[src/pkg/wpt_cfg_pkg.sv]
// shared constants and types for the transmitter configuration/negotiation
package wpt_cfg_pkg;
  // clock and timing
  localparam int unsigned CLK_HZ         = 250_000_000;
  localparam int unsigned MS_PER_S       = 1000;
  localparam int unsigned CYC_PER_MS     = CLK_HZ / MS_PER_S;
  localparam int unsigned T_NEXT_MIN_MS  = 22;
  localparam int unsigned T_NEXT_MAX_MS  = 25;
  localparam int unsigned T_MAX_MS       = 170;
  localparam int unsigned T_RESP_MIN_MS  = 3;
  localparam int unsigned T_RESP_MAX_MS  = 10;
  localparam int unsigned T_NEG_MIN_MS   = 200;
  localparam int unsigned T_TERM_MAX_MS  = 28;
  localparam int unsigned T_DELAY_MIN_MS = 5;
  localparam int unsigned T_DELAY_MAX_MS = 205;
  // tick jitter is under one ms, so one extra tick keeps each minimum
  localparam logic [7:0] NEXT_TICKS  = 8'(T_NEXT_MIN_MS + 1);
  localparam logic [7:0] MAX_TICKS   = 8'(T_MAX_MS);
  localparam logic [7:0] RESP_TICKS  = 8'(T_RESP_MIN_MS + 1);
  localparam logic [7:0] NEG_TICKS   = 8'(T_NEG_MIN_MS + 1);
  localparam logic [7:0] DELAY_MIN   = 8'(T_DELAY_MIN_MS);
  localparam logic [7:0] DELAY_MAX   = 8'(T_DELAY_MAX_MS);
  // packet headers
  localparam logic [7:0] HDR_IDENT   = 8'h71;
  localparam logic [7:0] HDR_EXT_ID  = 8'h81;
  localparam logic [7:0] HDR_HOLDOFF = 8'h06;
  localparam logic [7:0] HDR_CONFIG  = 8'h51;
  localparam logic [7:0] HDR_SPEC    = 8'h20;
  localparam logic [7:0] HDR_GEN     = 8'h07;
  localparam logic [7:0] HDR_STATUS  = 8'h22;
  localparam logic [7:0] HDR_RP8     = 8'h04;
  localparam logic [7:0] HDR_RP24    = 8'h31;
  localparam logic [7:0] HDR_PROP_LO = 8'h18;
  localparam logic [7:0] HDR_PROP_HI = 8'h1f;
  localparam logic [7:0] HDR_RSV_LO  = 8'h90;
  localparam logic [7:0] HDR_RSV_HI  = 8'hff;
  // specific request codes
  localparam logic [7:0] REQ_END  = 8'h00;
  localparam logic [7:0] REQ_GPWR = 8'h01;
  localparam logic [7:0] REQ_RPT  = 8'h02;
  localparam logic [7:0] REQ_FSK  = 8'h03;
  localparam logic [7:0] REQ_MAXP = 8'h04;
  // field layout of packet payload bytes
  localparam int unsigned EXT_BIT   = 7;
  localparam int unsigned NEG_BIT   = 23;
  localparam int unsigned POL_BIT   = 22;
  localparam int unsigned DEPTH_LSB = 20;
  localparam int unsigned CNT_LSB   = 8;
  localparam int unsigned MAX_OPT   = 7;
  localparam logic [5:0]  GPWR_INIT = 6'h0a;
  localparam logic [7:0]  PWR_RSV   = 8'hc0;
  localparam logic [7:0]  FSK_RSV   = 8'hf8;
  // register byte addresses
  localparam logic [7:0] A_CTRL    = 8'h00;
  localparam logic [7:0] A_STATUS  = 8'h04;
  localparam logic [7:0] A_IRQ     = 8'h08;
  localparam logic [7:0] A_MASK    = 8'h0c;
  localparam logic [7:0] A_ACTIVE  = 8'h10;
  localparam logic [7:0] A_TEMP    = 8'h14;
  localparam logic [7:0] A_HOLDOFF = 8'h18;
  localparam logic [7:0] A_GPLIM   = 8'h1c;
  localparam int unsigned CTRL_GO  = 0;
  localparam int unsigned CTRL_FOD = 1;
  localparam int unsigned N_EVT    = 5;
  localparam logic [5:0]  GPLIM_RST = 6'h0a;

  typedef enum logic [1:0] {RESP_ACK, RESP_NAK, RESP_ND, RESP_DATA} resp_t;
  typedef struct packed {
    logic [7:0]  hdr;
    logic [31:0] data;
  } rx_pkt_t;
  typedef struct packed {
    logic [5:0] gpwr;
    logic [5:0] maxp;
    logic [7:0] rpfmt;
    logic       pol;
    logic [1:0] depth;
  } contract_t;
endpackage

[src/hw/wpt_tx_config_negotiation.sv]
// transmitter config-phase timing, contract and negotiation engine
//
// Operation
// - wait 22..25 ms for next header
// - packet must finish within 170 ms
// - reply starts 3 to 10 ms after request
// - hold-off 5..205 ms, default 5 ms
// - foreign object build initial contract at config end
// - copy contract to temporary before negotiation
// - exactly one reply per request
// - remove power 200 ms after last reply
// - unknown packet type removes power, back selection
// - errored packet discarded, no reply, stay
// - reserved code or bit gives not defined
// - guaranteed power: update and ACK if supported
// - received power format: ACK only for 0x31
// - FSK request updates polarity, depth, ACK
// - maximum power request updates, ACK unless reserved bit set
// - without extensions keep maximum power in contract
// - negotiation flag: ACK then negotiate, else transfer
// - coil current off within 28 ms
//
// Design decisions made here: register access over APB and the placing of the registers.
`timescale 1ns/10ps
module wpt_tx_config_negotiation #(
  parameter int unsigned CYC_PER_MS = wpt_cfg_pkg::CYC_PER_MS
) (
  // clock and reset
  input  wire logic                   pclk,
  input  wire logic                   presetn,
  // apb slave
  input  wire logic                   psel,
  input  wire logic                   penable,
  input  wire logic                   pwrite,
  input  wire logic [7:0]             paddr,
  input  wire logic [31:0]            pwdata,
  output logic      [31:0]            prdata,
  output logic                        pready,
  output logic                        pslverr,
  // packets from the demodulator
  input  wire logic                   rx_start,
  input  wire logic                   rx_done,
  input  wire logic                   rx_err,
  input  wire wpt_cfg_pkg::rx_pkt_t   rx_pkt,
  // response to the modulator
  output logic                        resp_valid,
  output wpt_cfg_pkg::resp_t          resp_kind,
  input  wire logic                   resp_ready,
  // power stage and interrupt
  output logic                        power_on,
  output logic                        irq
);
  typedef enum logic [2:0] {
    ST_SELECT, ST_CONFIG, ST_RESP, ST_NEGOTIATE, ST_TRANSFER
  } state_t;

  localparam int unsigned N_EVT      = wpt_cfg_pkg::N_EVT;
  localparam int unsigned NEG_BIT    = wpt_cfg_pkg::NEG_BIT;
  localparam int unsigned CNT_LSB    = wpt_cfg_pkg::CNT_LSB;
  localparam int unsigned POL_BIT    = wpt_cfg_pkg::POL_BIT;
  localparam int unsigned DEPTH_LSB  = wpt_cfg_pkg::DEPTH_LSB;
  localparam logic [7:0]  NEXT_TICKS = wpt_cfg_pkg::NEXT_TICKS;
  localparam logic [7:0]  MAX_TICKS  = wpt_cfg_pkg::MAX_TICKS;
  localparam logic [7:0]  NEG_TICKS  = wpt_cfg_pkg::NEG_TICKS;

  state_t                 state_reg;
  logic [17:0]            div_reg;
  logic                   tick;
  logic [7:0]             ms_reg;
  logic                   in_pkt_reg;
  logic [2:0]             opt_reg;
  logic [1:0]             seq_reg;
  logic [7:0]             delay_reg;
  logic                   fod_reg;
  logic [5:0]             gplim_reg;
  logic [N_EVT-1:0]       irq_reg;
  logic [N_EVT-1:0]       mask_reg;
  logic [N_EVT-1:0]       evt;
  wpt_cfg_pkg::contract_t active_reg;
  wpt_cfg_pkg::contract_t temp_reg;
  wpt_cfg_pkg::resp_t     kind_reg;
  logic                   go;
  logic                   restart;
  logic                   remove;
  logic                   to_neg;
  logic                   to_xfer;
  logic                   to_resp;
  logic                   discard;
  logic                   sent;
  logic                   wr_acc;
  logic                   rd_acc;
  logic                   rd_setup;
  logic                   mapped;
  logic [31:0]            rd_mux;

  // millisecond tick; divider restarts with the timer for exact spacing
  assign tick = (div_reg == 18'(CYC_PER_MS - 1));

  always_ff @(posedge pclk or negedge presetn) begin
    if (!presetn) begin
      div_reg <= 18'h00000;
    end else if (restart || tick) begin
      div_reg <= 18'h00000;
    end else begin
      div_reg <= div_reg + 18'h00001;
    end
  end

  // one ms counter serves every phase timeout, saturating
  always_ff @(posedge pclk or negedge presetn) begin
    if (!presetn) begin
      ms_reg <= 8'h00;
    end else if (restart) begin
      ms_reg <= 8'h00;
    end else if (tick && ms_reg != 8'hff) begin
      ms_reg <= ms_reg + 8'h01;
    end
  end

  // packet classification
  logic       hdr_req;
  logic       cfg_cnt_ok;
  logic       delay_ok;
  logic [7:0] req_code;
  logic [7:0] req_val;
  logic       cfg_neg;
  assign req_code = rx_pkt.data[7:0];
  assign req_val  = rx_pkt.data[15:8];
  assign cfg_neg  = rx_pkt.data[NEG_BIT];
  assign hdr_req  = (rx_pkt.hdr == wpt_cfg_pkg::HDR_SPEC)
                 || (rx_pkt.hdr == wpt_cfg_pkg::HDR_GEN)
                 || (rx_pkt.hdr == wpt_cfg_pkg::HDR_STATUS)
                 || (rx_pkt.hdr == wpt_cfg_pkg::HDR_IDENT)
                 || (rx_pkt.hdr >= wpt_cfg_pkg::HDR_PROP_LO
                     && rx_pkt.hdr <= wpt_cfg_pkg::HDR_PROP_HI)
                 || (rx_pkt.hdr >= wpt_cfg_pkg::HDR_RSV_LO);
  assign cfg_cnt_ok = (rx_pkt.data[CNT_LSB +: 3] == opt_reg);
  assign delay_ok   = (delay_reg >= wpt_cfg_pkg::DELAY_MIN)
                   && (delay_reg <= wpt_cfg_pkg::DELAY_MAX);

  // config-phase decisions on a correctly received packet
  logic cfg_done;
  logic cfg_bad;
  always_comb begin
    cfg_done = 1'b0;
    cfg_bad  = 1'b0;
    if (state_reg == ST_CONFIG && rx_done) begin
      if (seq_reg == 2'd0) begin
        cfg_bad = (rx_pkt.hdr != wpt_cfg_pkg::HDR_IDENT);
      end else if (seq_reg == 2'd1) begin
        cfg_bad = (rx_pkt.hdr != wpt_cfg_pkg::HDR_EXT_ID);
      end else if (rx_pkt.hdr == wpt_cfg_pkg::HDR_CONFIG) begin
        cfg_done = cfg_cnt_ok && delay_ok;
        cfg_bad  = !(cfg_cnt_ok && delay_ok);
      end else begin
        cfg_bad = (opt_reg == 3'(wpt_cfg_pkg::MAX_OPT));
      end
    end
  end

  // reply chosen for a negotiation request
  wpt_cfg_pkg::resp_t neg_kind;
  always_comb begin
    neg_kind = wpt_cfg_pkg::RESP_ND;
    if (rx_pkt.hdr == wpt_cfg_pkg::HDR_SPEC) begin
      case (req_code)
        wpt_cfg_pkg::REQ_GPWR: begin
          if ((req_val & wpt_cfg_pkg::PWR_RSV) != 8'h00) begin
            neg_kind = wpt_cfg_pkg::RESP_ND;
          end else if (req_val[5:0] <= gplim_reg) begin
            neg_kind = wpt_cfg_pkg::RESP_ACK;
          end else begin
            neg_kind = wpt_cfg_pkg::RESP_NAK;
          end
        end
        wpt_cfg_pkg::REQ_RPT: begin
          neg_kind = (req_val == wpt_cfg_pkg::HDR_RP24)
                   ? wpt_cfg_pkg::RESP_ACK
                   : wpt_cfg_pkg::RESP_NAK;
        end
        wpt_cfg_pkg::REQ_FSK: begin
          neg_kind = ((req_val & wpt_cfg_pkg::FSK_RSV) != 8'h00)
                   ? wpt_cfg_pkg::RESP_ND
                   : wpt_cfg_pkg::RESP_ACK;
        end
        wpt_cfg_pkg::REQ_MAXP: begin
          neg_kind = ((req_val & wpt_cfg_pkg::PWR_RSV) != 8'h00)
                   ? wpt_cfg_pkg::RESP_ND
                   : wpt_cfg_pkg::RESP_ACK;
        end
        default: begin
          // reserved codes and end request
          neg_kind = wpt_cfg_pkg::RESP_ND;
        end
      endcase
    end
  end

  // phase transitions and timeouts
  always_comb begin
    remove  = 1'b0;
    to_neg  = 1'b0;
    to_xfer = 1'b0;
    to_resp = 1'b0;
    discard = 1'b0;
    case (state_reg)
      ST_CONFIG: begin
        if (rx_err || cfg_bad) begin
          remove = 1'b1;
        end else if (!in_pkt_reg && !rx_start && ms_reg >= NEXT_TICKS) begin
          remove = 1'b1;
        end else if (in_pkt_reg && !rx_done && ms_reg >= MAX_TICKS) begin
          remove = 1'b1;
        end else if (cfg_done) begin
          if (fod_reg && cfg_neg) begin
            to_resp = 1'b1;
          end else begin
            to_xfer = 1'b1;
          end
        end
      end
      ST_RESP: begin
        if (sent) begin
          to_neg = 1'b1;
        end
      end
      ST_NEGOTIATE: begin
        if (rx_err) begin
          discard = 1'b1;
        end else if (rx_done && !hdr_req) begin
          remove = 1'b1;
        end else if (rx_done) begin
          to_resp = 1'b1;
        end else if (!in_pkt_reg && !rx_start && ms_reg >= NEG_TICKS) begin
          remove = 1'b1;
        end else if (in_pkt_reg && ms_reg >= MAX_TICKS) begin
          discard = 1'b1;
        end
      end
      default: begin
      end
    endcase
  end

  assign sent    = resp_valid && resp_ready;
  assign restart = go || rx_start || rx_done || rx_err || sent || to_resp;

  always_ff @(posedge pclk or negedge presetn) begin
    if (!presetn) begin
      state_reg <= ST_SELECT;
    end else if (remove) begin
      state_reg <= ST_SELECT;
    end else if (to_resp) begin
      state_reg <= ST_RESP;
    end else if (to_neg) begin
      state_reg <= ST_NEGOTIATE;
    end else if (to_xfer) begin
      state_reg <= ST_TRANSFER;
    end else if (go) begin
      state_reg <= ST_CONFIG;
    end
  end

  // packet framing and config sequence tracking
  always_ff @(posedge pclk or negedge presetn) begin
    if (!presetn) begin
      in_pkt_reg <= 1'b0;
    end else if (rx_start) begin
      in_pkt_reg <= 1'b1;
    end else if (rx_done || rx_err || discard || remove) begin
      in_pkt_reg <= 1'b0;
    end
  end

  always_ff @(posedge pclk or negedge presetn) begin
    if (!presetn) begin
      seq_reg   <= 2'd0;
      opt_reg   <= 3'd0;
      delay_reg <= wpt_cfg_pkg::DELAY_MIN;
    end else if (go) begin
      seq_reg   <= 2'd0;
      opt_reg   <= 3'd0;
      delay_reg <= wpt_cfg_pkg::DELAY_MIN;
    end else if (state_reg == ST_CONFIG && rx_done && !cfg_bad) begin
      if (seq_reg == 2'd0) begin
        seq_reg <= rx_pkt.data[wpt_cfg_pkg::EXT_BIT] ? 2'd1 : 2'd2;
      end else if (seq_reg == 2'd1) begin
        seq_reg <= 2'd2;
      end else if (rx_pkt.hdr != wpt_cfg_pkg::HDR_CONFIG) begin
        opt_reg <= opt_reg + 3'd1;
        if (rx_pkt.hdr == wpt_cfg_pkg::HDR_HOLDOFF) begin
          delay_reg <= rx_pkt.data[7:0];
        end
      end
    end
  end

  // contracts
  always_ff @(posedge pclk or negedge presetn) begin
    if (!presetn) begin
      active_reg <= '0;
    end else if (cfg_done && fod_reg) begin
      active_reg.gpwr  <= wpt_cfg_pkg::GPWR_INIT;
      active_reg.maxp  <= rx_pkt.data[5:0];
      active_reg.rpfmt <= wpt_cfg_pkg::HDR_RP8;
      active_reg.pol   <= rx_pkt.data[POL_BIT];
      active_reg.depth <= rx_pkt.data[DEPTH_LSB +: 2];
    end else if (cfg_done) begin
      active_reg      <= '0;
      active_reg.maxp <= rx_pkt.data[5:0];
    end
  end

  // only the temporary copy changes while negotiating
  always_ff @(posedge pclk or negedge presetn) begin
    if (!presetn) begin
      temp_reg <= '0;
    end else if (cfg_done && fod_reg) begin
      temp_reg.gpwr  <= wpt_cfg_pkg::GPWR_INIT;
      temp_reg.maxp  <= rx_pkt.data[5:0];
      temp_reg.rpfmt <= wpt_cfg_pkg::HDR_RP8;
      temp_reg.pol   <= rx_pkt.data[POL_BIT];
      temp_reg.depth <= rx_pkt.data[DEPTH_LSB +: 2];
    end else if (state_reg == ST_NEGOTIATE && to_resp
                 && rx_pkt.hdr == wpt_cfg_pkg::HDR_SPEC
                 && neg_kind == wpt_cfg_pkg::RESP_ACK) begin
      case (req_code)
        wpt_cfg_pkg::REQ_GPWR: temp_reg.gpwr  <= req_val[5:0];
        wpt_cfg_pkg::REQ_RPT:  temp_reg.rpfmt <= req_val;
        wpt_cfg_pkg::REQ_FSK: begin
          temp_reg.pol   <= req_val[2];
          temp_reg.depth <= req_val[1:0];
        end
        wpt_cfg_pkg::REQ_MAXP: temp_reg.maxp <= req_val[5:0];
        default: begin
        end
      endcase
    end
  end

  // reply held back for the minimum response time
  always_ff @(posedge pclk or negedge presetn) begin
    if (!presetn) begin
      kind_reg <= wpt_cfg_pkg::RESP_ACK;
    end else if (to_resp && state_reg == ST_CONFIG) begin
      kind_reg <= wpt_cfg_pkg::RESP_ACK;
    end else if (to_resp) begin
      kind_reg <= neg_kind;
    end
  end

  // modulator owns the 10 ms upper bound
  assign resp_valid = (state_reg == ST_RESP)
                   && (ms_reg >= wpt_cfg_pkg::RESP_TICKS);
  assign resp_kind  = kind_reg;
  assign power_on   = (state_reg != ST_SELECT);

  // apb slave, zero wait states
  assign pready   = 1'b1;
  assign wr_acc   = psel && penable && pwrite;
  assign rd_acc   = psel && penable && !pwrite;
  assign rd_setup = psel && !penable && !pwrite;
  assign go       = wr_acc && paddr == wpt_cfg_pkg::A_CTRL
                 && pwdata[wpt_cfg_pkg::CTRL_GO]
                 && state_reg == ST_SELECT;
  assign mapped   = (paddr[1:0] == 2'b00) && (paddr <= wpt_cfg_pkg::A_GPLIM);
  assign pslverr  = psel && penable && !mapped;

  always_comb begin
    rd_mux = 32'h00000000;
    case (paddr)
      wpt_cfg_pkg::A_CTRL: begin
        rd_mux[wpt_cfg_pkg::CTRL_FOD] = fod_reg;
      end
      wpt_cfg_pkg::A_STATUS: begin
        rd_mux = {24'h000000, opt_reg, in_pkt_reg, 1'b0, state_reg};
      end
      wpt_cfg_pkg::A_IRQ:     rd_mux = {27'h0000000, irq_reg};
      wpt_cfg_pkg::A_MASK:    rd_mux = {27'h0000000, mask_reg};
      wpt_cfg_pkg::A_ACTIVE:  rd_mux = {9'h000, active_reg};
      wpt_cfg_pkg::A_TEMP:    rd_mux = {9'h000, temp_reg};
      wpt_cfg_pkg::A_HOLDOFF: rd_mux = {24'h000000, delay_reg};
      wpt_cfg_pkg::A_GPLIM:   rd_mux = {26'h0000000, gplim_reg};
      default:                rd_mux = 32'h00000000;
    endcase
  end

  always_ff @(posedge pclk or negedge presetn) begin
    if (!presetn) begin
      prdata <= 32'h00000000;
    end else if (rd_setup) begin
      prdata <= rd_mux;
    end
  end

  always_ff @(posedge pclk or negedge presetn) begin
    if (!presetn) begin
      fod_reg   <= 1'b0;
      mask_reg  <= '0;
      gplim_reg <= wpt_cfg_pkg::GPLIM_RST;
    end else if (wr_acc) begin
      case (paddr)
        wpt_cfg_pkg::A_CTRL:  fod_reg   <= pwdata[wpt_cfg_pkg::CTRL_FOD];
        wpt_cfg_pkg::A_MASK:  mask_reg  <= pwdata[N_EVT-1:0];
        wpt_cfg_pkg::A_GPLIM: gplim_reg <= pwdata[5:0];
        default: begin
        end
      endcase
    end
  end

  // events: removal, negotiation entry, transfer entry, reply, discard
  assign evt = {discard, sent, to_xfer, to_neg, remove};

  // read clears, but a same-cycle event still sets
  always_ff @(posedge pclk or negedge presetn) begin
    if (!presetn) begin
      irq_reg <= '0;
    end else if (rd_acc && paddr == wpt_cfg_pkg::A_IRQ) begin
      irq_reg <= evt;
    end else begin
      irq_reg <= irq_reg | evt;
    end
  end

  assign irq = |(irq_reg & mask_reg);
endmodule

[config.mk]
export PLATFORM = sky130hd
export DESIGN_NAME = wpt_tx_config_negotiation
export DESIGN_NICKNAME = d
export VERILOG_FILES = /design/src/pkg/wpt_cfg_pkg.sv /design/src/hw/wpt_tx_config_negotiation.sv
export SDC_FILE = /design/constraint.sdc
export NUM_CORES = 1
export LEC_CHECK = 0
export BUFFER_PORTS_ARGS = -buffer_cell sky130_fd_sc_hd__buf_2
export CAP_MARGIN = 25
export CELL_PAD_IN_SITES_DETAIL_PLACEMENT = 1
export CELL_PAD_IN_SITES_GLOBAL_PLACEMENT = 1
export CORE_MARGIN = 4
export CORE_UTILIZATION = 30
export CTS_CLUSTER_SIZE = 8
export DETAILED_ROUTE_END_ITERATION = 16
export GPL_ROUTABILITY_DRIVEN = 0
export GPL_TIMING_DRIVEN = 0
export HOLD_SLACK_MARGIN = 0.15
export PLACE_DENSITY_LB_ADDON = 0.1
export SYNTH_ARGS = -nofsm -noshare
export SYNTH_HDL_FRONTEND = slang
export SYNTH_SLANG_ARGS = --single-unit
[constraint.sdc]
create_clock -name pclk -period 7.35 [get_ports pclk]
set_clock_uncertainty 0.1 [all_clocks]
set_input_delay 0.3675 -clock pclk [delete_from_list [all_inputs] [get_ports pclk]]
set_output_delay 0.3675 -clock pclk [all_outputs]
set_load 0.1 [all_outputs]
=== After elaboration in Yosys (flattened, before gate mapping) ===
Cells that the tools add are included.

* $lt $le $gt $ge: 11
* Muxes and demuxes: 86
* Reductions and logical operators: 89
* Add/sub/neg operators: 3
* Bitwise gates (word level): 2
* Eq/ne operators: 31

{| class="wikitable"
|+ Operators with widths
! cell !! count
|-
| case mux 21 bit (7 select lines) || 1
|-
| two-way mux 23 bit || 4
|-
| two-way mux 8 bit || 9
|-
| two-way mux 1 bit || 41
|-
| two-way mux 3 bit || 11
|-
| == test 8 x 3 -> 1 bit (second input constant) || 4
|-
| == test 8 x 5 -> 1 bit (second input constant) || 4
|-
| logical AND 1 bit || 32
|-
| == test 8 x 6 -> 1 bit (second input constant) || 3
|-
| greater-or-equal comparator 8 bit (second input constant) || 3
|-
| nonzero test 2 bit || 12
|-
| two-way mux 2 bit || 11
|-
| adder 18 x 1 -> 18 bit (second input constant) || 1
|-
| == test 18 bit (second input constant) || 1
|-
| two-way mux 18 bit || 1
|-
| == test 8 x 2 -> 1 bit (second input constant) || 2
|-
| == test 8 x 4 -> 1 bit (second input constant) || 2
|-
| == test 8 x 7 -> 1 bit (second input constant) || 2
|-
| greater-or-equal comparator 8 x 3 -> 1 bit (second input constant) || 2
|-
| greater-or-equal comparator 8 x 5 -> 1 bit (second input constant) || 2
|-
| less-or-equal comparator 8 x 5 -> 1 bit (second input constant) || 2
|-
| != test 8 x 7 -> 1 bit (second input constant) || 2
|-
| != test 8 bit (second input constant) || 2
|-
| AND reduction 2 bit || 8
|-
| 30 further kinds || 60
|}

* Logic and storage cells: 245
* Register bits: 140
* Bits of input ports: 89
* Output and inout bits: 39

=== Longest topological paths before layout ===
Gate-level depths: netlist (run 1).

* Depth in word-level cells: 17
* Mapped depth: 11
* Mapped depth without buffers: 8

=== Worst setup path before layout (run 1) ===
No wires, ideal clock.

* Path type: flip-flop to output port
* Start point: reg ms_reg[3]
* End point: out resp_valid
* Arrival time: 2.647 ns
* Setup slack: 4.236 ns
* Buffers on the path: 1
* Data required time: 6.883 ns
* Stages on the path, launching flop included: 5
* Cell sequence: dfrtp_1 -> buf_6 -> or4_1 -> o31ai_2 -> nor3_1

* Longest elaborated chain between the ends: 2

{| class="wikitable"
|+ Ends and longest elaborated chain
! item !! RTL line !! text
|-
| start: declaration || wpt_tx_config_negotiation.sv:69 || <nowiki>logic [7:0] ms_reg;</nowiki>
|-
| start signal: assignment || wpt_tx_config_negotiation.sv:116 || <nowiki>ms_reg <= ms_reg + 8'h01;</nowiki>
|-
| greater-or-equal comparator 8 x 3 -> 1 bit || wpt_tx_config_negotiation.sv:354 || <nowiki>&& (ms_reg >= wpt_cfg_pkg::RESP_TICKS);</nowiki>
|-
| logical AND 1 bit || wpt_tx_config_negotiation.sv:354 ||
|-
| end: declaration || wpt_tx_config_negotiation.sv:46 || <nowiki>output logic resp_valid,</nowiki>
|}

No other way between the ends.

=== Worst setup path in the final report (run 1) ===
* Start point: in rx_pkt[6] (netlist bit)
* End point: reg temp_reg[6] (netlist bit)

* Longest elaborated chain between the ends: 7
* Elaborated cells between the ends (all ways): 11
* Classes of those cells: 4 x eq/ne; 2 x mux; 5 x reduce/logical

{| class="wikitable"
|+ Ends and longest elaborated chain
! item !! RTL line !! text
|-
| start: declaration || wpt_tx_config_negotiation.sv:44 || <nowiki>input wire wpt_cfg_pkg::rx_pkt_t rx_pkt,</nowiki>
|-
| == test 8 x 3 -> 1 bit (tied with other cells) || wpt_tx_config_negotiation.sv:166 || <nowiki>case (req_code)</nowiki>
|-
| case mux 2 bit (4 select lines) || wpt_tx_config_negotiation.sv:166 ||
|-
| two-way mux 2 bit || wpt_tx_config_negotiation.sv:165 || <nowiki>if (rx_pkt.hdr == wpt_cfg_pkg::HDR_SPEC) begin</nowiki>
|-
| zero test 2 bit || wpt_tx_config_negotiation.sv:326 || <nowiki>&& neg_kind == wpt_cfg_pkg::RESP_ACK) begin</nowiki>
|-
| logical AND 1 bit || wpt_tx_config_negotiation.sv:326 ||
|-
| nonzero test 2 bit (no line) || n/a ||
|-
| AND reduction 2 bit (no line) * || n/a ||
|-
| end: declaration || wpt_tx_config_negotiation.sv:80 || <nowiki>wpt_cfg_pkg::contract_t temp_reg;</nowiki>
|}

Every way passes the cells marked *; elsewhere a longest branch is shown, timed or not.
A chain may end at the register's enable or synchronous reset.

==> metrics.md, run 1 <==
| Metric | Value |
|---|---|
| Fin crit period | ~2.8 ns |
| Largest net degree at the start of global routing | 83 |
| Vias per cell | about 5.0 |
| Num CTS Buffers | 17 |
| Total negative setup slack | 0 ns |
| Starting Density | 30.5% |
| Crit path DAT | 2.96 ns |
| FP Rows | between 50 and 60 |
| Initial antenna violation count | 0 |
| Leakage power | ~3.7 nW |
| Syn-to-layout area delta | 25.2% |
| Crit Path Max Fanout | 8 |
| Worst Hold Class | in -> reg |
| Maximum VDD drop | between 0.15 and 0.2 mV |
| Crit path launch type | primary input |
| TritonRoute pass-1 iters | 4 |
| First-pass GRT wire length | between 30 and 40 mm |
| RSZ-0062 raised after global routing | no |
| RR Endpoint | div_reg[12] |
| Worst reg2reg setup slack | 4.58 ns |
| GRT Util Overall | roughly 18% |
| Worst r2r src | ms_reg[4] |
| Slowest cell on crit path | dlygate4sd3_1 |
| Status | finished clean |
| Post-detailed-routing wire length | around 20 mm |
| Core Area | just over 0.02 mm^2 |
| Multi-input gate area | 0.00295 mm^2 |
| Dpl cells | approximately 1,000 |
| Cell area after synthesis | between 0.006 and 0.007 mm^2 |
| Worst-path clk slew | ~0.06 ns |
| EDFF count, synth | 0 |
| Hold_sp | rx_pkt[3] |
| Yosys Warn Count | 0 |
| Highest Signal Layer | met4 |
| Asr flop ratio synth | 100% |
| Max Root-Sink Buffers | 2 |
| Post-route insts no fill | about 1,000 |
| M1 wire length | 8.82 mm |
| Commonest non-fill, non-tap cells in the layout | dfrtp_1 (114), nor2_1 (77), buf_2 (76), nand2_1 (75), o21ai_0 (37) |
| Die width | approximately 150 um |
| Xor and xnor area share after synthesis | around 3.7% |
| Hold Vio Cnt, Final | 0 |
| Clk_lat worst skew | 0.41 ns |
| Synth Area in Compound Gates | approximately an eighth |
| Delay-heaviest family, CP | simple AND/OR/NAND/NOR gates |
| Critical Path End | temp_reg[6] |
| Slowest stage delay, CP | 0.53 ns |
| Worst slew margin | ~39% |
| Max Fclk | approximately 0.36 GHz |
| Unique masters post-synth | between 60 and 70 |
| FF-to-FF path depth | 9 |
| Met2 wire len | between 9 and 10 mm |
| Top FF cell, synth | dfrtp_1 |
| Final worst-path cycle share | between 30 and 40% |
| Antenna Diode Count | 0 |
| H-tree levels | 4 |
| Violation count after the first detailed-route iteration | 181 |
| Crit path required time | 7.54 ns |
| Antenna viol nets, final | 0 |
| DP Worst Slack | between 4 and 5 ns |
| Least-Margin Pin Slew | slightly above 0.9 ns |
| Grt ovf | 0 |
| Layout cells sized above 1 | 19.9% |
| Synth Register Bits | approximately 120 |
| Die H | 151 um |
| CP cell instances | dlygate4sd3_1 > buf_2 > nor4_1 > nand4_1 > or2_2 > or4_1 > clkbuf_1 > and3_1 |
| Routed length on met3 | about 700 um |
| Pwr dens | ~230 mW/mm^2 |
| Reg area | a little under 0.003 mm^2 |
| Setup CP Type | in -> reg |
| Buffers on Ports | 77 |
| WL per Instance | between 15 and 20 um |
| Final setup fails | 0 |
| Register area share after synthesis | 48.1% |
| Clock sink count | 118 |
| I/O pin total | 128 |
| Syn_area_per_cell | approximately 9.6 um^2 |
| Final nets | between 800 and 900 |
| Number of global-route vias before repair | just under 6,000 |
| CTS tree | yes |
| Final Max Slew Viols | 0 |
| Setup ws final | 4.58 ns |
| Via Count | 5,247 |
| DRC | 0 |
| Critical path depth in cells | 8 |
| Max-cap violations | 0 |
| Main combinational cell family by area after synthesis | simple AND/OR/NAND/NOR gates |
| Dpl hpwl | between 10 and 15 mm |
| Sum of buffers and inverters on the critical path | 3 |
| CP Launch Point | rx_pkt[6] |
| Hold WS | between 0.15 and 0.2 ns |
| CTS root buf | clkbuf_16 |
| Post-Synthesis Cells | 640 |
| Adder-cell share of the synthesized area | approximately 2.6% |
| Die Area | 0.0228 mm^2 |
| Simple-gate share of the synthesized area | around a fifth |
| Proportion of synthesized area in mux cells | ~7.0% |
| Commonest non-fill, non-tap cell in the layout | dfrtp_1 |
| Layout fillers | 2,385 |
| CP Capture Type | flip-flop |
final cells by class:
| cell class | count | area share, % |
|---|---|---|
| inverters | 19 | 0.926 |
| clock buffers | 17 | 5.52 |
| flip-flops and latches | 118 | 38.4 |
| repair buffers | 92 | 7.20 |
| clock inverters | 15 | 2.65 |
| well taps | 270 | 4.39 |
| plain buffers | 35 | 2.63 |
| multi-input cells | 476 | 38.3 |
cells in the mapped netlist (3+ instances only):
cell type / n / area (um^2)
dfrtp_1: 114 / 2850
nor2_1: 77 / 289
nand2_1: 75 / 282
o21ai_0: 37 / 185
a21oi_1: 28 / 140
mux2i_1: 25 / 250
nand3_1: 25 / 125
nor3_1: 21 / 105
clkbuf_1: 20 / 75.1
inv_1: 19 / 71.3
mux2_2: 14 / 158
xor2_1: 14 / 123
ha_1: 13 / 163
and3_1: 12 / 75.1
xnor2_1: 12 / 105
a22oi_1: 10 / 75.1
buf_4: 10 / 75.1
or4_1: 7 / 52.6
a21o_1: 6 / 45.0
a22o_1: 6 / 52.6
nand4_1: 6 / 37.5
nor2b_1: 5 / 31.3
nor4b_1: 5 / 43.8
a221oi_1: 4 / 35.0
dfstp_2: 4 / 105
nor4_1: 4 / 25.0
a222oi_1: 3 / 30.0
buf_6: 3 / 33.8
nand2b_1: 3 / 18.8
nand3b_1: 3 / 22.5
nor3b_1: 3 / 22.5
o31ai_1: 3 / 22.5
or3_1: 3 / 18.8
kinds of logic (layout without fill, tap and decap cells):
family,Yosys count,count (layout)
buf+inv,54,178
flops,118,118
simple gates,265,265
xor+xnor,26,26
compound gates,122,122
other cells,2,10
fa+ha+maj,13,13
mux,40,40
how the worst min path moves through the flow:
stage,end,depth (start not counted)
detailed placement,prdata[21],1
finish,temp_reg[14],3
global placement,div_reg[0],1
global route,active_reg[14],2
CTS,temp_reg[14],3
floorplan,active_reg[0],0
worst reg2reg max path, cell delays in order (launching register included):
cell and delay, ns:
dfrtp_1 0.44, or4_1 0.57, o31ai_2 0.23, nor4b_1 0.16
or3b_1 0.42, buf_6 0.16, or2_1 0.24, buf_6 0.14
buf_8 0.13, nor2_1 0.11
stage by stage:
stage	cell area [um^2]	power (mW)	util (%)
2_1_floorplan	6180	0.799	-
3_3_place_gp	6900	0.864	34.2
3_5_place_dp	6940	0.873	34.4
4_1_cts	7690	1.78	38.1
5_1_grt	7700	1.83	38.2
6_report	7700	1.75	38.2
per-layer routing:
layer	track usage, %	up-vias
met5	0	-
met4	6.35	0
met3	2.93	27
met2	31.1	106
met1	23.0	2613
li1	-	2501
power by group:
group          total (mW)  switching [mW]  internal, mW
logic               0.172           0.113        0.0589
registers           0.692          0.0256         0.666
clock network       0.886           0.317         0.569
timing repair:
| item | CTS | global route |
|---|---|---|
| hold endpoints to repair | 56 | 0 |
| hold buffers | 12 | 0 |
| resized for setup | 0 | 0 |
| buffers inserted | 0 | 0 |
| setup endpoints to repair | 0 | 0 |
Power figures use the tool's default switching activity.
==> inputs of run 2 (changes only) <==
==> constraint.sdc (replaced) <==
create_clock -name pclk -period 2.2 [get_ports pclk]
set_clock_uncertainty 0.1 [all_clocks]
set_input_delay 0.11 -clock pclk [delete_from_list [all_inputs] [get_ports pclk]]
set_output_delay 0.11 -clock pclk [all_outputs]
set_load 0.1 [all_outputs]
==> metrics.md, run 2 (synthesis gave the netlist of run 1 again) <==
| Metric | Value |
|---|---|
| Dpl hpwl | 14.7 mm (-1.7%) |
| Final Core Density | 42.9% (+4.7 points) |
| Delay-heaviest family, CP | simple AND/OR/NAND/NOR gates |
| Commonest non-fill, non-tap cell in the layout | dfrtp_1 |
| Vias per cell | 5.06 (+0.56%) |
| Antenna viol nets, final | 0 (unchanged) |
| Hold Vio Cnt, Final | 0 (unchanged) |
| DP Worst Slack | -0.787 ns (-5.02 ns) |
| Clk_lat worst skew | 0.42 ns (about the same) |
| Final setup fails | 27 (+27) |
| DRC | 0 (unchanged) |
| Worst-path clk slew | 0.05 ns (about the same) |
| Largest net degree at the start of global routing | 69 (-17%) |
| Fin crit period | approximately 2.5 ns |
| Num CTS Buffers | 17 (unchanged) |
| Post-route insts no fill | 1,099 (+5.5%) |
| Commonest non-fill, non-tap cells in the layout | dfrtp_1 (107), buf_2 (76), nand2_1 (73), nor2_1 (56), buf_4 (44) |
| Syn-to-layout area delta | 40.6% |
| H-tree levels | 4 (unchanged) |
| Number of global-route vias before repair | 5,897 (+1.8%) |
| Core Area | 0.0202 mm^2 (unchanged) |
| CTS root buf | clkbuf_16 |
| Crit path DAT | 2.73 ns (-0.23 ns) |
| RSZ-0062 raised after global routing | yes |
| Slowest cell on crit path | or4_4 |
| Max Fclk | 0.404 GHz |
| Least-Margin Pin Slew | 0.672 ns (-0.236 ns) |
| Hold_sp | rx_pkt[3] |
| Starting Density | 30.5% (unchanged) |
| Layout cells sized above 1 | 31.0% (+11 points) |
| Crit path launch type | flip-flop |
| Logic pwr share | 11.7% (+1.9 points) |
| CP Capture Type | flip-flop |
| GRT Util Overall | 18.5% (+0.40 points) |
| Die Area | 0.0228 mm^2 (unchanged) |
| CP cell instances | or4_4 > o31ai_4 > nor4b_4 > or3b_4 > or2_4 > buf_6 > clkbuf_16 > nor2_2 |
| Part of the power in registers | 39.0% (-0.5 points) |
| Crit path required time | 2.45 ns (-5.09 ns) |
| Buffers on Ports | 77 (unchanged) |
| Cell-internal power | 4.37 mW (+240%) |
| CTS tree | yes |
| Dpl cells | 997 (unchanged) |
| Fin area | 0.00864 mm^2 (+12%) |
| Layout fillers | 2,304 (-3.4%) |
| Die width | 151 um (unchanged) |
| Crit Path Max Fanout | 5 (-3) |
| Clock share of power | 49.2% (-1.4 points) |
| Max-cap violations | 0 (unchanged) |
| Via Count | 5,565 (+6.1%) |
| Violation count after the first detailed-route iteration | 260 (+44%) |
| Final nets | 918 (+6.6%) |
| Leakage power | 4.03 nW (+10%) |
| WL per Instance | 19.0 um (+0.30%) |
| First-pass GRT wire length | 32.3 mm (+1.8%) |
| CP Launch Point | ms_reg[2] |
| Worst r2r src | ms_reg[2] |
| Final Max Slew Viols | 0 (unchanged) |
| Setup CP Type | reg -> reg |
| Status | complete, but fails checks |
| Worst slew margin | 54.8% (+15 points) |
| Violated checks | negative setup slack |
| Cell Area, Placed | 0.00699 mm^2 (+0.74%) |
| Max Root-Sink Buffers | 2 (unchanged) |
| Post-detailed-routing wire length | 20.8 mm (+5.8%) |
| Clock sink count | 118 (unchanged) |
| Sw Ratio | 26.1% (+0.031 points) |
| Initial antenna violation count | 0 (unchanged) |
| Final worst-path cycle share | 113% |
| FP Rows | 52 (unchanged) |
| Slowest stage delay, CP | 0.55 ns (+0.02 ns) |
| Setup ws final | -0.278 ns (-4.86 ns) |
| Worst Hold Class | in -> reg |
| Maximum VDD drop | 0.550 mV (+260%) |
| Grt ovf | 0 (unchanged) |
| Pwr dens | 683 mW/mm^2 (+200%) |
| Switching power | 1.54 mW (+240%) |
| Antenna Diode Count | 0 (unchanged) |
| TritonRoute pass-1 iters | 5 (+1) |
| Sum of buffers and inverters on the critical path | 2 (-1) |
| Worst reg2reg setup slack | -0.28 ns (-4.86 ns) |
| Die H | 151 um (unchanged) |
| I/O pin total | 128 (unchanged) |
[run 2: power by group through the flow]
stage	Clock, mW	Combinational, mW	Sequential, mW
CTS	2.97	0.641	2.31
global placement	0	0.546	2.35
finish	2.91	0.693	2.31
detailed placement	0	0.569	2.35
global route	3.10	0.764	2.31
floorplan	0	0.357	2.32
[run 2: routing by layer]
metal / share of wire [%] / vias to the layer above / global-route usage [%] / wire, um
met4: 1.6 / 0 / 6.07 / 340
met2: 52 / 106 / 33.5 / 10900
li1: - / 2622 / - / -
met1: 43 / 2812 / 21.9 / 8870
met3: 3.4 / 25 / 3.62 / 712
met5: 0 / - / 0 / 0
[run 2: layout make-up]
| cell class | count | area [um^2] | share of cell area, % |
|---|---|---|---|
| clock inverters | 11 | 148 | 1.71 |
| well taps | 270 | 338 | 3.91 |
| plain buffers | 32 | 216 | 2.50 |
| multi-input cells | 476 | 3300 | 38.2 |
| inverters | 19 | 71.3 | 0.825 |
| flip-flops and latches | 118 | 2970 | 34.3 |
| repair buffers | 152 | 1130 | 13.1 |
| clock buffers | 21 | 470 | 5.44 |
[run 2: worst min-delay path, stage by stage]
cell and delay [ns]:
buf_2 0.09, nor2_1 0.04, nand4_1 0.18, or4_4 0.17, a21oi_1 0.05
[run 2: through the flow]
| stage | hold WS, ns | power [mW] | TNS, ns |
|---|---|---|---|
| 3_5_place_dp | 0.000743 | 2.92 | -52.01 |
| 5_1_grt | 0.178 | 6.17 | -6.80 |
| 6_report | 0.161 | 5.91 | -4.99 |
| 3_3_place_gp | 0.229 | 2.89 | -128.81 |
| 4_1_cts | 0.156 | 5.92 | -8.72 |
| 2_1_floorplan | -0.286 | 2.67 | -4.85 |
[run 2: repair_timing]
item	CTS	global route
pin swaps	7	14
gates resized for setup	43	65
gates cloned	0	2
setup buffers	17	18
setup endpoints to repair	97	78
endpoints found under the hold margin	172	0
hold buffers	36	0
[run 2: final timing paths]
kind / to / depth (start not counted)
max: div_reg[1] / 8
min: resp_kind[0] / 5
max reg2reg: div_reg[1] / 8
min reg2reg: div_reg[0] / 1
max in group asynchronous: ms_reg[2] / 4
min in group asynchronous: prdata[12] / 3
==> inputs of run 3 (changes only) <==
--- a/config.mk
+++ b/config.mk
@@ -5,7 +5,6 @@
 export SDC_FILE = /design/constraint.sdc
 export NUM_CORES = 1
 export LEC_CHECK = 0
-export BUFFER_PORTS_ARGS = -buffer_cell sky130_fd_sc_hd__buf_2
 export CAP_MARGIN = 25
 export CELL_PAD_IN_SITES_DETAIL_PLACEMENT = 1
 export CELL_PAD_IN_SITES_GLOBAL_PLACEMENT = 1
@@ -13,10 +12,13 @@
 export CORE_UTILIZATION = 30
 export CTS_CLUSTER_SIZE = 8
 export DETAILED_ROUTE_END_ITERATION = 16
+export DONT_BUFFER_PORTS = 1
 export GPL_ROUTABILITY_DRIVEN = 0
 export GPL_TIMING_DRIVEN = 0
 export HOLD_SLACK_MARGIN = 0.15
 export PLACE_DENSITY_LB_ADDON = 0.1
+export SETUP_SLACK_MARGIN = 0.2
+export SLEW_MARGIN = 30
 export SYNTH_ARGS = -nofsm -noshare
 export SYNTH_HDL_FRONTEND = slang
 export SYNTH_SLANG_ARGS = --single-unit
==> metrics.md, run 3 (synthesis gave the netlist of run 1 again) <==
| Metric | Value |
|---|---|
| Initial antenna violation count | 1 (+1) |
| Vias per cell | 5.18 (+2.4%) |
| Die Area | 0.0228 mm^2 (unchanged) |
| Pwr dens | 648 mW/mm^2 (-5.1%) |
| Switching power | 1.54 mW (about the same) |
| CP Capture Type | flip-flop |
| Leakage power | 4.05 nW (+0.36%) |
| Via Count | 5,501 (-1.2%) |
| Buffers on Ports | 0 (-100%) |
| Worst-path clk slew | 0.06 ns (about the same) |
| Layout cells sized above 1 | 34.3% (+3.3 points) |
| Violation count after the first detailed-route iteration | 261 (+0.38%) |
| WL per Instance | 20.8 um (+9.7%) |
| CTS tree | yes |
| CP most frequent cell | buf_6 |
| Setup ws final | -0.406 ns (-0.128 ns) |
| Die H | 151 um (unchanged) |
| FP Rows | 52 (unchanged) |
| Hold Vio Cnt, Final | 118 (+118) |
| DRC | 0 (unchanged) |
| Slowest cell on crit path | or4_4 |
| RSZ-0062 raised after global routing | yes |
| Fin crit period | 2.61 ns (+0.128 ns) |
| Commonest non-fill, non-tap cell in the layout | dfrtp_1 |
| Dpl hpwl | 14.2 mm (-2.9%) |
| Clock share of power | 50.0% (+0.8 points) |
| I/O pin total | 128 (unchanged) |
| Violated checks | negative hold slack, negative setup slack |
| Clk_lat worst skew | 0.42 ns (about the same) |
| Clock sink count | 118 (unchanged) |
| Least-Margin Pin Slew | 0.932 ns (+0.260 ns) |
| Core Area | 0.0202 mm^2 (unchanged) |
| Maximum VDD drop | 0.548 mV (-0.38%) |
| Part of the power in registers | 38.5% (-0.5 points) |
| Worst slew margin | 37.8% (-17 points) |
| Delay-heaviest family, CP | simple AND/OR/NAND/NOR gates |
| Final nets | 879 (-4.2%) |
| Max Root-Sink Buffers | 2 (unchanged) |
| Final setup fails | 42 (+56%) |
| First-pass GRT wire length | 33.0 mm (+2.2%) |
| TritonRoute pass-1 iters | 5 (unchanged) |
| Setup CP Type | reg -> reg |
| Worst Hold Class | in -> async |
| Sw Ratio | 25.6% (-0.46 points) |
| H-tree levels | 4 (unchanged) |
| Hold WS | -0.716 ns (-0.877 ns) |
| Final worst-path cycle share | 118% (+5.8 points) |
| Post-detailed-routing wire length | 22.1 mm (+5.9%) |
| Dpl cells | 919 (-7.8%) |
| Crit Path Max Fanout | 10 (+5) |
| Max Fclk | 0.384 GHz (-4.9%) |
| Starting Density | 30.5% (unchanged) |
| Final Max Slew Viols | 0 (unchanged) |
| Logic pwr share | 11.5% (-0.2 points) |
| Final Core Density | 46.0% (+3.2 points) |
| Antenna viol nets, final | 0 (unchanged) |
| CTS root buf | clkbuf_16 |
| Sum of buffers and inverters on the critical path | 3 (+1) |
| Cell-internal power | 4.48 mW (+2.5%) |
| Crit path required time | 2.45 ns (about the same) |
| Number of global-route vias before repair | 5,848 (-0.83%) |
| Post-route insts no fill | 1,061 (-3.5%) |
| Crit path DAT | 2.86 ns (+0.13 ns) |
| Total negative setup slack | -9.44 ns (-4.44 ns) |
| Syn-to-layout area delta | 51.0% |
| CP cell instances | or4_4 > o31ai_4 > nor4b_4 > or3b_1 > buf_6 > or2_4 > buf_6 > buf_12 > nor2_1 |
| Grt ovf | 0 (unchanged) |
| Status | complete, but fails checks |
| Largest net degree at the start of global routing | 119 (+72%) |
| Slowest stage delay, CP | 0.53 ns (-0.02 ns) |
| Max-cap violations | 0 (unchanged) |
| GRT Util Overall | 19.0% (+0.54 points) |
| Num CTS Buffers | 17 (unchanged) |
| Commonest non-fill, non-tap cells in the layout | dfrtp_1 (105), nand2_1 (68), buf_4 (47), nor2_1 (41), dlygate4sd3_1 (41) |
| Layout fillers | 2,193 (-4.8%) |
| Die width | 151 um (unchanged) |
| Crit path launch type | flip-flop |
run 3: cell types whose count changed in the layout (fill, tap and decap cells not counted), moves of 6 or more:
cell / delta
a21oi_1: -13
dlymetal6s4s_1: +10
buf_2: -75
nor2_4: +16
buf_6: +8
and3_4: +6
nor2_1: -15
and3_1: -6
a21oi_2: +11
nor3_1: -6
run 3: worst paths after layout:
path | slack [ns] | startpoint | to | cells past startpoint
setup / recovery | -0.41 | ms_reg[5] | div_reg[1] | 9
hold / removal | -0.72 | presetn | prdata[16] | 0
setup reg to reg | -0.41 | ms_reg[5] | div_reg[1] | 9
hold reg to reg | 0.36 | div_reg[0] | div_reg[0] | 1
max in group asynchronous | 2.48 | presetn | gplim_reg[1] | 0
min in group pclk | 0.05 | rx_pkt[34] | resp_kind[0] | 4
run 3: power by group through the flow:
stage	Clock, mW	Combinational (mW)	Sequential, mW
final	3.01	0.691	2.32
after global placement	0	0.410	2.35
after detailed placement	0	0.425	2.35
after floorplan	0	0.360	2.32
after CTS	3.06	0.604	2.31
after global routing	3.16	0.744	2.32
run 3: what timing repair did:
action,CTS,global route
cloned,0,2
gates resized for setup,103,131
endpoints found under the hold margin,201,137
endpoints found under the setup margin,103,105
hold buffers,40,11
pin swaps,25,40
setup buffers,34,22
run 3: final cells by class:
cell class / count / area [um^2] / share of cell area [%]
Inverter: 19 / 71.3 / 0.768
Timing Repair Buffer: 110 / 1170 / 12.6
Tap cell: 270 / 338 / 3.64
Multi-Input combinational cell: 476 / 3790 / 40.8
Clock buffer: 20 / 457 / 4.92
Antenna cell: 1 / 2.50 / 0.0270
Clock inverter: 12 / 174 / 1.87
Buffer: 35 / 312 / 3.36
Sequential cell: 118 / 2970 / 32.0
run 3: layer usage:
layer / up-vias / global-route usage, % / wire, um
li1: 2537 / - / -
met1: 2838 / 23.1 / 8910
met2: 102 / 34.1 / 12000
met3: 24 / 3.83 / 814
met4: 0 / 5.44 / 349
met5: - / 0 / 0
run 3: metrics by stage:
step | instance area (um^2) | hold slack [ns] | worst slack (ns) | power [mW]
floorplan | 6250 | -0.286 | -0.334 | 2.68
global placement | 6590 | -0.281 | -0.686 | 2.76
detailed placement | 6650 | -0.282 | -0.747 | 2.78
CTS | 8420 | -0.736 | -0.358 | 5.97
global route | 9280 | -0.737 | -0.475 | 6.22
finish | 9280 | -0.716 | -0.406 | 6.02
